### config.mk
export PLATFORM = sky130hd
export DESIGN_NAME = dif_top
export DESIGN_NICKNAME = d
export VERILOG_FILES = /design/src/dif_pkg.sv /design/src/dif_filt_if.sv /design/src/dif_top.sv /design/src/dif_tick_div.sv /design/src/dif_debounce.sv
export SDC_FILE = /design/constraint.sdc
export NUM_CORES = 1
export LEC_CHECK = 0
export ABC_AREA = 1
export BUFFER_PORTS_ARGS = -buffer_cell sky130_fd_sc_hd__clkbuf_2
export CORE_UTILIZATION = 54
export CTS_CLUSTER_DIAMETER = 80
export CTS_CLUSTER_SIZE = 24
export DETAILED_ROUTE_END_ITERATION = 6
export GPL_TIMING_DRIVEN = 0
export HOLD_SLACK_MARGIN = 0.1
export PLACE_DENSITY_LB_ADDON = 0.12
export SYNTH_ARGS = -nofsm -noshare
export SYNTH_HDL_FRONTEND = slang
export SYNTH_HIERARCHICAL = 1
export SYNTH_SLANG_ARGS = --single-unit
### constraint.sdc
create_clock -name aclk -period 2.1 [get_ports aclk]
set_clock_uncertainty 0.2 [all_clocks]
set_input_delay 0.42 -clock aclk [delete_from_list [all_inputs] [get_ports aclk]]
set_output_delay 0.42 -clock aclk [all_outputs]
set_load 0.05 [all_outputs]
### src/dif_pkg.sv
// Constants shared by the eight-channel filtered input block.
// Assumes a single 50 MHz clock; all timing counts derive from it.
package dif_pkg;

    localparam int NCH        = 8;
    localparam int ADDR_W     = 8;
    localparam int DATA_W     = 32;

    // Time base: the debounce counters advance on a 100 us tick
    localparam int CLK_HZ     = 50_000_000;
    localparam int TICK_US    = 100;
    localparam int TICK_CYCLES = (CLK_HZ / 1_000_000) * TICK_US;
    localparam int CNT_W      = 8;

    // Selectable debounce delays, in microseconds
    localparam int DLY0_US    = 500;
    localparam int DLY1_US    = 3000;
    localparam int DLY2_US    = 15000;
    localparam int DLY3_US    = 20000;
    localparam logic [CNT_W-1:0] DLY0_TICKS = CNT_W'(DLY0_US / TICK_US);
    localparam logic [CNT_W-1:0] DLY1_TICKS = CNT_W'(DLY1_US / TICK_US);
    localparam logic [CNT_W-1:0] DLY2_TICKS = CNT_W'(DLY2_US / TICK_US);
    localparam logic [CNT_W-1:0] DLY3_TICKS = CNT_W'(DLY3_US / TICK_US);

    // Register byte offsets
    localparam logic [ADDR_W-1:0] OFS_CTRL    = 8'h00;
    localparam logic [ADDR_W-1:0] OFS_SC_EN   = 8'h04;
    localparam logic [ADDR_W-1:0] OFS_WB_EN   = 8'h08;
    localparam logic [ADDR_W-1:0] OFS_RISE_EN = 8'h0c;
    localparam logic [ADDR_W-1:0] OFS_FALL_EN = 8'h10;
    localparam logic [ADDR_W-1:0] OFS_LEVEL   = 8'h14;
    localparam logic [ADDR_W-1:0] OFS_STATUS  = 8'h18;
    localparam logic [ADDR_W-1:0] OFS_MASK    = 8'h1c;

    // Control register fields
    localparam int CTRL_DLY_LSB = 0;
    localparam int CTRL_DIAG_IE = 2;
    localparam int CTRL_HW_IE   = 3;
    localparam logic [1:0] DLY_RESET = 2'h1;

    // Status and mask layout: four groups of NCH bits
    localparam int ST_RISE = 0;
    localparam int ST_FALL = 8;
    localparam int ST_SC   = 16;
    localparam int ST_WB   = 24;

    localparam logic [1:0] RESP_OKAY   = 2'h0;
    localparam logic [1:0] RESP_SLVERR = 2'h2;

endpackage

### src/dif_filt_if.sv
// Signals between the top, the tick divider and the debounce filters.
// Assumes one clock domain shared by all three parties.
`timescale 1ns/1ns
interface dif_filt_if
    import dif_pkg::*;
();
    logic                   tick;
    logic [CNT_W-1:0]       limit;
    logic [NCH-1:0]         raw;
    logic [NCH-1:0]         level;
    logic [NCH-1:0]         rise;
    logic [NCH-1:0]         fall;

    modport src  (output tick);
    modport filt (input tick, input limit, input raw, output level, output rise, output fall);
    modport ctrl (input tick, output limit, output raw, input level, input rise, input fall);
endinterface

### src/dif_top.sv
// Eight-channel filtered digital input with edge and fault interrupts,
// registers reached over AXI4-Lite.
// Assumes inputs and fault detector flags synchronous to aclk.
//
// Implementation choices: the AXI4-Lite register port and the address map.
`timescale 1ns/1ns
module dif_top
    import dif_pkg::*;
#(
    parameter int TICK_DIV = TICK_CYCLES
)(
    input  wire logic                aclk,
    input  wire logic                aresetn,
    input  wire logic [ADDR_W-1:0]   s_axi_awaddr,
    input  wire logic                s_axi_awvalid,
    output logic                     s_axi_awready,
    input  wire logic [DATA_W-1:0]   s_axi_wdata,
    input  wire logic [DATA_W/8-1:0] s_axi_wstrb,
    input  wire logic                s_axi_wvalid,
    output logic                     s_axi_wready,
    output logic [1:0]               s_axi_bresp,
    output logic                     s_axi_bvalid,
    input  wire logic                s_axi_bready,
    input  wire logic [ADDR_W-1:0]   s_axi_araddr,
    input  wire logic                s_axi_arvalid,
    output logic                     s_axi_arready,
    output logic [DATA_W-1:0]        s_axi_rdata,
    output logic [1:0]               s_axi_rresp,
    output logic                     s_axi_rvalid,
    input  wire logic                s_axi_rready,
    input  wire logic [NCH-1:0]      in_raw,
    input  wire logic [NCH-1:0]      short_det,
    input  wire logic [NCH-1:0]      open_det,
    output logic                     irq,
    output logic                     group_fault_indicator,
    output logic [NCH-1:0]           chan_fault
);
    dif_filt_if fi ();

    dif_tick_div #(
        .DIV     (TICK_DIV)
    ) u_div (
        .aclk    (aclk),
        .aresetn (aresetn),
        .fi      (fi)
    );

    dif_debounce u_deb (
        .aclk    (aclk),
        .aresetn (aresetn),
        .fi      (fi)
    );

    // Register state
    logic [1:0]        dly_sel;
    logic              diag_ie;
    logic              hw_ie;
    logic [NCH-1:0]    sc_en;
    logic [NCH-1:0]    wb_en;
    logic [NCH-1:0]    rise_en;
    logic [NCH-1:0]    fall_en;
    logic [DATA_W-1:0] status;
    logic [DATA_W-1:0] mask;
    logic [1:0]        next_dly_sel;
    logic              next_diag_ie;
    logic              next_hw_ie;
    logic [NCH-1:0]    next_sc_en;
    logic [NCH-1:0]    next_wb_en;
    logic [NCH-1:0]    next_rise_en;
    logic [NCH-1:0]    next_fall_en;
    logic [DATA_W-1:0] next_status;
    logic [DATA_W-1:0] next_mask;
    logic              next_irq;
    logic              next_group_fault;
    logic [NCH-1:0]    next_chan_fault;

    // Bus state
    logic              aw_got;
    logic              w_got;
    logic [ADDR_W-1:0] aw_addr;
    logic [DATA_W-1:0] w_data;
    logic [DATA_W-1:0] w_bits;
    logic              next_aw_got;
    logic              next_w_got;
    logic [ADDR_W-1:0] next_aw_addr;
    logic [DATA_W-1:0] next_w_data;
    logic [DATA_W-1:0] next_w_bits;
    logic              next_awready;
    logic              next_wready;
    logic              next_bvalid;
    logic [1:0]        next_bresp;
    logic              next_arready;
    logic              next_rvalid;
    logic [DATA_W-1:0] next_rdata;
    logic [1:0]        next_rresp;

    logic              wr_do;
    logic [DATA_W-1:0] wr_val;
    logic [NCH-1:0]    sc_rep;
    logic [NCH-1:0]    wb_rep;
    logic [DATA_W-1:0] events;
    logic [DATA_W-1:0] gate;

    // Debounce limit follows the module-wide delay selection
    always_comb
    begin
        case (dly_sel)
            2'h0:    fi.limit = DLY0_TICKS;
            2'h1:    fi.limit = DLY1_TICKS;
            2'h2:    fi.limit = DLY2_TICKS;
            default: fi.limit = DLY3_TICKS;
        endcase
    end
    assign fi.raw = in_raw;

    // A write is committed once both address and data have been taken
    assign wr_do  = aw_got && w_got && !s_axi_bvalid;
    assign wr_val = w_data & w_bits;

    always_comb
    begin
        next_aw_got  = aw_got;
        next_w_got   = w_got;
        next_aw_addr = aw_addr;
        next_w_data  = w_data;
        next_w_bits  = w_bits;
        next_bvalid  = s_axi_bvalid;
        next_bresp   = s_axi_bresp;
        next_rvalid  = s_axi_rvalid;
        next_rdata   = s_axi_rdata;
        next_rresp   = s_axi_rresp;
        if (s_axi_awvalid && s_axi_awready)
        begin
            next_aw_got  = 1'b1;
            next_aw_addr = s_axi_awaddr;
        end
        if (s_axi_wvalid && s_axi_wready)
        begin
            next_w_got  = 1'b1;
            next_w_data = s_axi_wdata;
            for (int b = 0; b < DATA_W/8; b++)
            begin
                next_w_bits[b*8 +: 8] = {8{s_axi_wstrb[b]}};
            end
        end
        if (s_axi_bvalid && s_axi_bready)
        begin
            next_bvalid = 1'b0;
        end
        if (wr_do)
        begin
            next_aw_got = 1'b0;
            next_w_got  = 1'b0;
            next_bvalid = 1'b1;
            case (aw_addr)
                OFS_CTRL, OFS_SC_EN, OFS_WB_EN, OFS_RISE_EN, OFS_FALL_EN,
                OFS_LEVEL, OFS_STATUS, OFS_MASK: next_bresp = RESP_OKAY;
                default:                         next_bresp = RESP_SLVERR;
            endcase
        end
        if (s_axi_rvalid && s_axi_rready)
        begin
            next_rvalid = 1'b0;
        end
        if (s_axi_arvalid && s_axi_arready)
        begin
            next_rvalid = 1'b1;
            next_rresp  = RESP_OKAY;
            next_rdata  = '0;
            case (s_axi_araddr)
                OFS_CTRL:
                begin
                    next_rdata[CTRL_DLY_LSB +: 2] = dly_sel;
                    next_rdata[CTRL_DIAG_IE]      = diag_ie;
                    next_rdata[CTRL_HW_IE]        = hw_ie;
                end
                OFS_SC_EN:   next_rdata[NCH-1:0] = sc_en;
                OFS_WB_EN:   next_rdata[NCH-1:0] = wb_en;
                OFS_RISE_EN: next_rdata[NCH-1:0] = rise_en;
                OFS_FALL_EN: next_rdata[NCH-1:0] = fall_en;
                OFS_LEVEL:   next_rdata[NCH-1:0] = fi.level;
                OFS_STATUS:  next_rdata          = status;
                OFS_MASK:    next_rdata          = mask;
                default:     next_rresp          = RESP_SLVERR;
            endcase
        end
        // Ready is withheld while a word waits, so nothing is ever dropped
        next_awready = !next_aw_got && !next_bvalid;
        next_wready  = !next_w_got && !next_bvalid;
        next_arready = !next_rvalid;
    end

    always_ff @(posedge aclk)
    begin
        if (!aresetn)
        begin
            aw_got        <= 1'b0;
            w_got         <= 1'b0;
            aw_addr       <= '0;
            w_data        <= '0;
            w_bits        <= '0;
            s_axi_awready <= 1'b0;
            s_axi_wready  <= 1'b0;
            s_axi_bvalid  <= 1'b0;
            s_axi_bresp   <= RESP_OKAY;
            s_axi_arready <= 1'b0;
            s_axi_rvalid  <= 1'b0;
            s_axi_rdata   <= '0;
            s_axi_rresp   <= RESP_OKAY;
        end
        else
        begin
            aw_got        <= next_aw_got;
            w_got         <= next_w_got;
            aw_addr       <= next_aw_addr;
            w_data        <= next_w_data;
            w_bits        <= next_w_bits;
            s_axi_awready <= next_awready;
            s_axi_wready  <= next_wready;
            s_axi_bvalid  <= next_bvalid;
            s_axi_bresp   <= next_bresp;
            s_axi_arready <= next_arready;
            s_axi_rvalid  <= next_rvalid;
            s_axi_rdata   <= next_rdata;
            s_axi_rresp   <= next_rresp;
        end
    end

    // Faults count only on channels whose diagnosis is enabled
    assign sc_rep = short_det & sc_en;
    assign wb_rep = open_det & wb_en;

    always_comb
    begin
        events = '0;
        events[ST_RISE +: NCH] = fi.rise & rise_en & {NCH{hw_ie}};
        events[ST_FALL +: NCH] = fi.fall & fall_en & {NCH{hw_ie}};
        events[ST_SC +: NCH]   = sc_rep;
        events[ST_WB +: NCH]   = wb_rep;
        gate = '0;
        gate[ST_RISE +: 2*NCH] = {2*NCH{hw_ie}};
        gate[ST_SC +: 2*NCH]   = {2*NCH{diag_ie}};
    end

    always_comb
    begin
        next_dly_sel = dly_sel;
        next_diag_ie = diag_ie;
        next_hw_ie   = hw_ie;
        next_sc_en   = sc_en;
        next_wb_en   = wb_en;
        next_rise_en = rise_en;
        next_fall_en = fall_en;
        next_mask    = mask;
        next_status  = status;
        if (wr_do)
        begin
            case (aw_addr)
                OFS_CTRL:
                begin
                    if (w_bits[CTRL_DLY_LSB])
                    begin
                        next_dly_sel = w_data[CTRL_DLY_LSB +: 2];
                        next_diag_ie = w_data[CTRL_DIAG_IE];
                        next_hw_ie   = w_data[CTRL_HW_IE];
                    end
                end
                OFS_SC_EN: next_sc_en = (sc_en & ~w_bits[NCH-1:0]) | wr_val[NCH-1:0];
                OFS_WB_EN: next_wb_en = (wb_en & ~w_bits[NCH-1:0]) | wr_val[NCH-1:0];
                // Edge enables are refused while the module hardware enable is off
                OFS_RISE_EN:
                begin
                    if (hw_ie)
                    begin
                        next_rise_en = (rise_en & ~w_bits[NCH-1:0]) | wr_val[NCH-1:0];
                    end
                end
                OFS_FALL_EN:
                begin
                    if (hw_ie)
                    begin
                        next_fall_en = (fall_en & ~w_bits[NCH-1:0]) | wr_val[NCH-1:0];
                    end
                end
                OFS_STATUS: next_status = status & ~wr_val;
                OFS_MASK:   next_mask   = (mask & ~w_bits) | wr_val;
                default:    next_mask   = mask;
            endcase
        end
        // Applied after the clear so a same-cycle event is never lost
        next_status = next_status | events;
        next_irq = |(next_status & next_mask & gate);
        next_chan_fault  = sc_rep | wb_rep;
        next_group_fault = |(sc_rep | wb_rep);
    end

    always_ff @(posedge aclk)
    begin
        if (!aresetn)
        begin
            dly_sel               <= DLY_RESET;
            diag_ie               <= 1'b0;
            hw_ie                 <= 1'b0;
            sc_en                 <= '0;
            wb_en                 <= '0;
            rise_en               <= '0;
            fall_en               <= '0;
            status                <= '0;
            mask                  <= '0;
            irq                   <= 1'b0;
            group_fault_indicator <= 1'b0;
            chan_fault            <= '0;
        end
        else
        begin
            dly_sel               <= next_dly_sel;
            diag_ie               <= next_diag_ie;
            hw_ie                 <= next_hw_ie;
            sc_en                 <= next_sc_en;
            wb_en                 <= next_wb_en;
            rise_en               <= next_rise_en;
            fall_en               <= next_fall_en;
            status                <= next_status;
            mask                  <= next_mask;
            irq                   <= next_irq;
            group_fault_indicator <= next_group_fault;
            chan_fault            <= next_chan_fault;
        end
    end
endmodule

### src/dif_tick_div.sv
// Divider giving a one-cycle tick every DIV cycles.
// Assumes aclk and a synchronous active-low reset.
`timescale 1ns/1ns
module dif_tick_div
    import dif_pkg::*;
#(
    parameter int DIV = TICK_CYCLES
)(
    input  wire logic   aclk,
    input  wire logic   aresetn,
    dif_filt_if.src     fi
);
    logic [31:0] cnt;
    logic [31:0] next_cnt;
    logic        tick;
    logic        next_tick;

    always_comb
    begin
        next_tick = 1'b0;
        next_cnt  = cnt + 32'h1;
        if (cnt >= 32'(DIV - 1))
        begin
            next_cnt  = 32'h0;
            next_tick = 1'b1;
        end
    end

    always_ff @(posedge aclk)
    begin
        if (!aresetn)
        begin
            cnt  <= 32'h0;
            tick <= 1'b0;
        end
        else
        begin
            cnt  <= next_cnt;
            tick <= next_tick;
        end
    end

    assign fi.tick = tick;
endmodule

### src/dif_debounce.sv
// Per-channel debounce filters with edge pulses on the filtered level.
// Assumes raw inputs synchronous to aclk and a common tick and limit.
`timescale 1ns/1ns
module dif_debounce
    import dif_pkg::*;
(
    input  wire logic   aclk,
    input  wire logic   aresetn,
    dif_filt_if.filt    fi
);
    for (genvar i = 0; i < NCH; i++)
    begin : g_ch
        logic [CNT_W-1:0] cnt;
        logic [CNT_W-1:0] next_cnt;
        logic             lvl_q;
        logic             rise_q;
        logic             fall_q;
        logic             next_level;
        logic             next_rise;
        logic             next_fall;

        // A level must stay different for the full limit in either direction
        always_comb
        begin
            next_cnt   = '0;
            next_level = lvl_q;
            next_rise  = 1'b0;
            next_fall  = 1'b0;
            if (fi.raw[i] != lvl_q)
            begin
                next_cnt = cnt;
                if (fi.tick)
                begin
                    next_cnt = cnt + CNT_W'(1);
                end
                if (next_cnt >= fi.limit)
                begin
                    next_cnt   = '0;
                    next_level = fi.raw[i];
                    next_rise  = fi.raw[i];
                    next_fall  = !fi.raw[i];
                end
            end
        end

        always_ff @(posedge aclk)
        begin
            if (!aresetn)
            begin
                cnt    <= '0;
                lvl_q  <= 1'b0;
                rise_q <= 1'b0;
                fall_q <= 1'b0;
            end
            else
            begin
                cnt    <= next_cnt;
                lvl_q  <= next_level;
                rise_q <= next_rise;
                fall_q <= next_fall;
            end
        end

        // Each channel owns its flops, so every output bit has a single driver
        assign fi.level[i] = lvl_q;
        assign fi.rise[i]  = rise_q;
        assign fi.fall[i]  = fall_q;
    end
endmodule

# After elaboration in Yosys (flattened, before gate mapping)
# Memories as Yosys holds them, arrays and structs flattened. A register that Yosys moved wholly into a read port is not among the register bits.
# Cells that the tools add are included.
[word_totals]
register_bits = 339
mem_bits_ro = 32
input_bits = 83
output_inout_bits = 51
wordCells = 231
memories = 1
[mem_list]
columns = ["memory", "depth", "width", "read_ports", "rd_clocked_by_memory_dff", "wr", "line_no", "text"]
rows = [
  ["(name not given)", 32, 1, 1, 1, 0, "dif_top.sv:155", "case (aw_addr)"],
]
[classes]
addsub = 9
n_lt_le_gt_ge = 9
eq_ne = 23
n_mux = 37
bitwise = 34
n_reduce_logical = 59
[ops]
columns = ["op", "n"]
rows = [
  ["$and 32x32->32", 5],
  ["$mux 32", 4],
  ["$mux 8", 16],
  ["$and 8x8->8", 10],
  ["$add 8x1->8 const B", 8],
  ["$ge 8x8->1", 8],
  ["$not 32->32", 2],
  ["$or 32x32->32", 2],
  ["$eq 8x5->1 const B", 7],
  ["$pmux 24 s2", 1],
  ["$or 8x8->8", 5],
  ["$reduce_and 3->1", 11],
  ["$add 32x1->32 const B", 1],
  ["$eq 8x4->1 const B", 4],
  ["$ge 32x13->1 const B", 1],
  ["$pmux 4 s8", 1],
  ["$reduce_or 32->1", 1],
  ["$pmux 4 s7", 1],
  ["$pmux 8 s3", 1],
  ["$reduce_or 3->1", 8],
  ["$reduce_and 2->1", 10],
  ["$eq 8x3->1 const B", 2],
  ["$logic_not 8->1", 2],
  ["$reduce_or 8->1", 2],
  ["other kinds (13)", 58],
]

# Depth between registers and ports, before layout
[depth]
word_depth = 9
mapped_depth = 15
ltp_nobuf = 15

# Hierarchy
# The synthesis kept the hierarchy.
[by_module_without_submodules]
columns = ["module", "instances", "cells_per_inst", "area_each_um2", "seq_area_each_um2"]
rows = [
  ["dif_top", 1, 1221, 8658.3, 3923.8],
  ["dif_debounce", 1, 849, 5863.1, 1761.7],
  ["dif_tick_div", 1, 129, 1117.3, 660.6],
]

# Worst setup path before layout
# OpenSTA, ideal clock, no wires.
[synth_timing]
path_type = "reg2reg"
start = "register dly_sel[0]"
end = "register u_deb.g_ch[2].cnt[6]"
setup_time_ns = 0.073
arrival_ns = 2.009
t_required_ns = 1.827
path_slack_ns = -0.182
path_stages_with_launch = 10
path_buffers = 0
period_less_slack_ns = 2.282
cell_sequence = "dfxtp_1 -> inv_1 -> ha_1 -> or2_2 -> inv_1 -> ha_1 -> a21o_1 -> nor2_1 -> nand3_1 -> a21oi_1"
[synth_via]
elab_chain_cells = 4
word_cells_on_any_way = 6
classes_between = "1 x order compare; 2 x eq/ne; 1 x mux; 2 x reduce/logical"
[synth_lines]
columns = ["item", "line_no", "text"]
rows = [
  ["start, declared", "dif_top.sv:55", "logic [1:0] dly_sel;"],
  ["start signal, assigned", "dif_top.sv:316", "dly_sel <= next_dly_sel;"],
  ["$eq 2x2->1 (tied with other cells)", "dif_top.sv:107", "case (dly_sel)"],
  ["$pmux 8 s3 (*)", "dif_top.sv:107", ""],
  ["named net fi.limit[7]", "dif_filt_if.sv:8", "logic [CNT_W-1:0] limit;"],
  ["$ge 8x8->1 (*)", "dif_debounce.sv:36", "if (next_cnt >= fi.limit)"],
  ["$reduce_or 3->1 (no line) (*)", "n/a", ""],
  ["end signal, assigned", "dif_debounce.sv:57", "cnt <= next_cnt;"],
  ["end, declared", "dif_debounce.sv:13", "logic [CNT_W-1:0] cnt;"],
]
# Mark *: on every way through the listed nets, which the timed path passes. The rest lies on a longest branch.
# A chain may end at the register's enable or synchronous reset.

# Worst setup path in the final report
[layout_timing]
start = "register u_div.tick, in the netlist u_div/fi.tick"
end = "register u_deb.g_ch[1].cnt[6]"
[layout_via]
elab_chain_cells = 4
[layout_lines]
columns = ["item", "line_no", "text"]
rows = [
  ["start, declared", "dif_tick_div.sv:15", "logic tick;"],
  ["start signal, assigned", "dif_tick_div.sv:39", "tick <= next_tick;"],
  ["$mux 8 (*)", "dif_debounce.sv:32", "if (fi.tick)"],
  ["$mux 8 (*)", "dif_debounce.sv:29", "if (fi.raw[i] != lvl_q)"],
  ["$ge 8x8->1", "dif_debounce.sv:36", ""],
  ["$reduce_or 3->1 (no line)", "n/a", ""],
  ["end signal, assigned", "dif_debounce.sv:57", ""],
  ["end, declared", "dif_debounce.sv:13", ""],
]
# Every way passes the cells marked *; elsewhere a longest branch is shown, timed or not. The select of a mux whose other input is x is not followed.

==> results.toml <==
[outcome]
status = "finished with violations"
violations = "negative setup slack"

[critical_path]
critPathCapture = "u_deb/g_ch[1].cnt[6]"
crit_path_start_kind = "flip-flop"
r2r_slack_ns = -0.40
cp_max_fo = 8
r2r_cells = 16
rr_endpoint = "u_deb/g_ch[1].cnt[6]"
cp.required_ns = 2.37
critPathArrivalTime_ns = 2.76
endpoint_kind = "flip-flop"
crit_type = "flip-flop to flip-flop"
cp-startpoint = "u_div/fi.tick"
r2r-start = "u_div/fi.tick"

[logic_synthesis]
synth_fa_ha_area_frac = 0.0616
yosysWarnings = 6
syn_area_um2 = 15600
synth_compound_area_frac = 0.109
synth_xor_area_frac = 0.0267
synth-main-ff-cell = "dfxtp_1"
netlist_instances = 2199
synth_edf_count = 0
synth_cell_type_count = 42
ys_async_sr_fraction = 0
syn_avg_cell_area_um2 = 7.11
ys_seq_elements = 317
ys_seq_area_frac = 0.406
synth_mux_area_frac = 0
synth_top_family_by_area = "simple AND/OR/NAND/NOR gates"
synth-simple-area-share = 0.300

[grt]
grt_pass1_vias = 14600
grt_pass1_wl_um = 75800
antenna_found_initial = 0
grt_max_degree = 25
grt-ovfl-total = 0
grtUsageTotal = 0.334

[flow_run]
maxCapViolCount = 0

[floorplan]
die_x_um = 172
dieArea_um2 = 29600
placementRows = 61
initial_core_util = 0.555
io_pins = 134
core_um2 = 28200
die_h_um = 172

[power]
p_leak_nw = 9.25
ir_drop_v = 0.000556
p_total_mw = 11.5
p_per_area_nw_per_um2 = 569

[sta]
tightest_slew_ns = 0.758
rsz0062_at_grt = "yes"
period_share = 1.19
final-setup-viol-count = 89
finalMaxSlewViolations = 0
layout_min_cycle_time_ns = 2.50
fmax_ghz = 0.401
finalHoldViolCount = 0
setup_tns_ns = -22.58
setup_ws_ns = -0.396
slew_headroom = 0.495

[routing]
dr.first_iter.drc_count = 1307
drtAntennaViolNets = 0
routed_via_density = 5.46
num_vias = 15900
drt_wl_total_um = 52900
drc_errors = 0
dr.pass1.iters = 5
avgRoutedWirePerCell_um = 18.2

[worst_hold_path]
hold_path.class = "primary input to flip-flop"

[cells_and_area]
drive_gt1_frac = 0.228
postLayoutCellArea_um2 = 20200
final_common_cell = "nand2_1"
post-route-util = 0.718
areaGrowthSynthToFinish_pct = 29.3
fillCellCount = 2221
n_antenna_cell = 0
fin_nets = 2686
fin_cells = 2911
final_cell_mix = "nand2_1, dfxtp_1, nor2_1"

[placement]
finalWeightedCongestion = 0.997
portBuffers = 131
dpl.cell_count = 2728
dp.final_hpwl_um = 35300
post_dp_cell_area_um2 = 16900

[clocking]
cts_tree = "built"
cts_buffer_depth = 3
root_buffer = "clkbuf_16"
clock_latency_ns = 0.53
htreeDepth = 1
clk_pin_slew_ns = 0.10
cts.sinks = 317
cts_buffers = 18
Yosys cell counts (7+ instances only):
cell type / count / area share
nand3_1: 207 / 0.066
a21o_1: 9 / 0.0043
buf_4: 36 / 0.017
inv_1: 244 / 0.059
a211oi_1: 16 / 0.0077
a21oi_1: 141 / 0.045
nand2_1: 493 / 0.12
nand4_1: 24 / 0.0096
nor3_1: 15 / 0.0048
nor2_1: 312 / 0.075
buf_2: 10 / 0.0032
nor2_2: 7 / 0.0028
o21ai_1: 11 / 0.0035
dfxtp_1: 317 / 0.41
nor2_4: 7 / 0.0050
nand2_2: 11 / 0.0044
xor2_1: 29 / 0.016
buf_1: 9 / 0.0022
xnor2_1: 15 / 0.0084
nor3_2: 8 / 0.0051
clkbuf_1: 45 / 0.011
o211ai_1: 22 / 0.011
o21ai_0: 93 / 0.030
ha_1: 77 / 0.062
where the power goes:
| group | total, mW | internal, mW | switching, mW |
|---|---|---|---|
| Clock | 3.84 | 1.70 | 2.14 |
| Combinational | 1.40 | 0.505 | 0.894 |
| Sequential | 6.28 | 6.17 | 0.110 |
worst min-delay path by stage:
| stage | start | end | slack, ns | cells after the start |
|---|---|---|---|---|
| 3_3_place_gp | u_div/cnt[0] | u_div/cnt[0] | 0.23 | 1 |
| 2_1_floorplan | aw_got | s_axi_awready | 0.22 | 1 |
| 3_5_place_dp | w_got | s_axi_wready | 0.24 | 1 |
| 5_1_grt | short_det[3] | status[19] | 0.11 | 3 |
| 4_1_cts | short_det[3] | status[19] | 0.11 | 3 |
| 6_report | short_det[3] | status[19] | 0.12 | 3 |
what timing repair did:
action                                  in CTS  in global routing
endpoints found under the setup margin     144                122
resized for setup                          144                179
hold buffers                                69                  0
cloned                                       4                  3
setup buffers                               53                 30
endpoints found under the hold margin       91                  0
pin swaps                                   73                 84
cell type report:
type	instances	area, um2	area share
Buffer	106	696	0.0344
Clock buffer	22	487	0.0241
Clock inverter	5	53.8	0.00266
Inverter	248	972	0.0481
Multi-Input combinational cell	1547	8970	0.443
Sequential cell	317	6380	0.315
Tap cell	378	473	0.0234
Timing Repair Buffer	288	2200	0.109
routing by layer:
layer / share of wire / vias to the layer above / GRT usage
li1: - / 7682 / -
met1: 0.39 / 7395 / 0.386
met2: 0.50 / 636 / 0.617
met3: 0.053 / 195 / 0.0277
met4: 0.061 / 0 / 0.165
met5: 0 / - / 0
through the flow:
| stage | setup WS [ns] | hold WS, ns |
|---|---|---|
| finish | -0.396 | 0.119 |
| global route | -0.442 | 0.108 |
| CTS | -0.265 | 0.110 |
| detailed placement | -0.799 | 0.239 |
| global placement | -0.836 | 0.230 |
| floorplan | -0.0117 | 0.216 |
worst max-delay path, stage by stage (launching register included):
cell	delay (ns)
dfxtp_4	0.36
buf_12	0.15
buf_12	0.16
nand2_8	0.07
nor3_4	0.05
nand3_2	0.08
nand2_2	0.08
buf_4	0.15
buf_4	0.12
buf_4	0.12
buf_4	0.13
buf_4	0.12
buf_4	0.13
buf_4	0.13
buf_4	0.13
buf_4	0.12
a21oi_2	0.14
kinds of logic (layout without fill, tap and decap cells):
group	after synthesis	in the layout
other	2	22
buffers and inverters	355	669
XOR/XNOR	46	46
AO/OA/AOI/OAI	307	307
adder cells (fa/ha/maj)	77	77
AND/OR/NAND/NOR	1095	1095
flip-flops	317	317
Power figures use the tool's default switching activity.
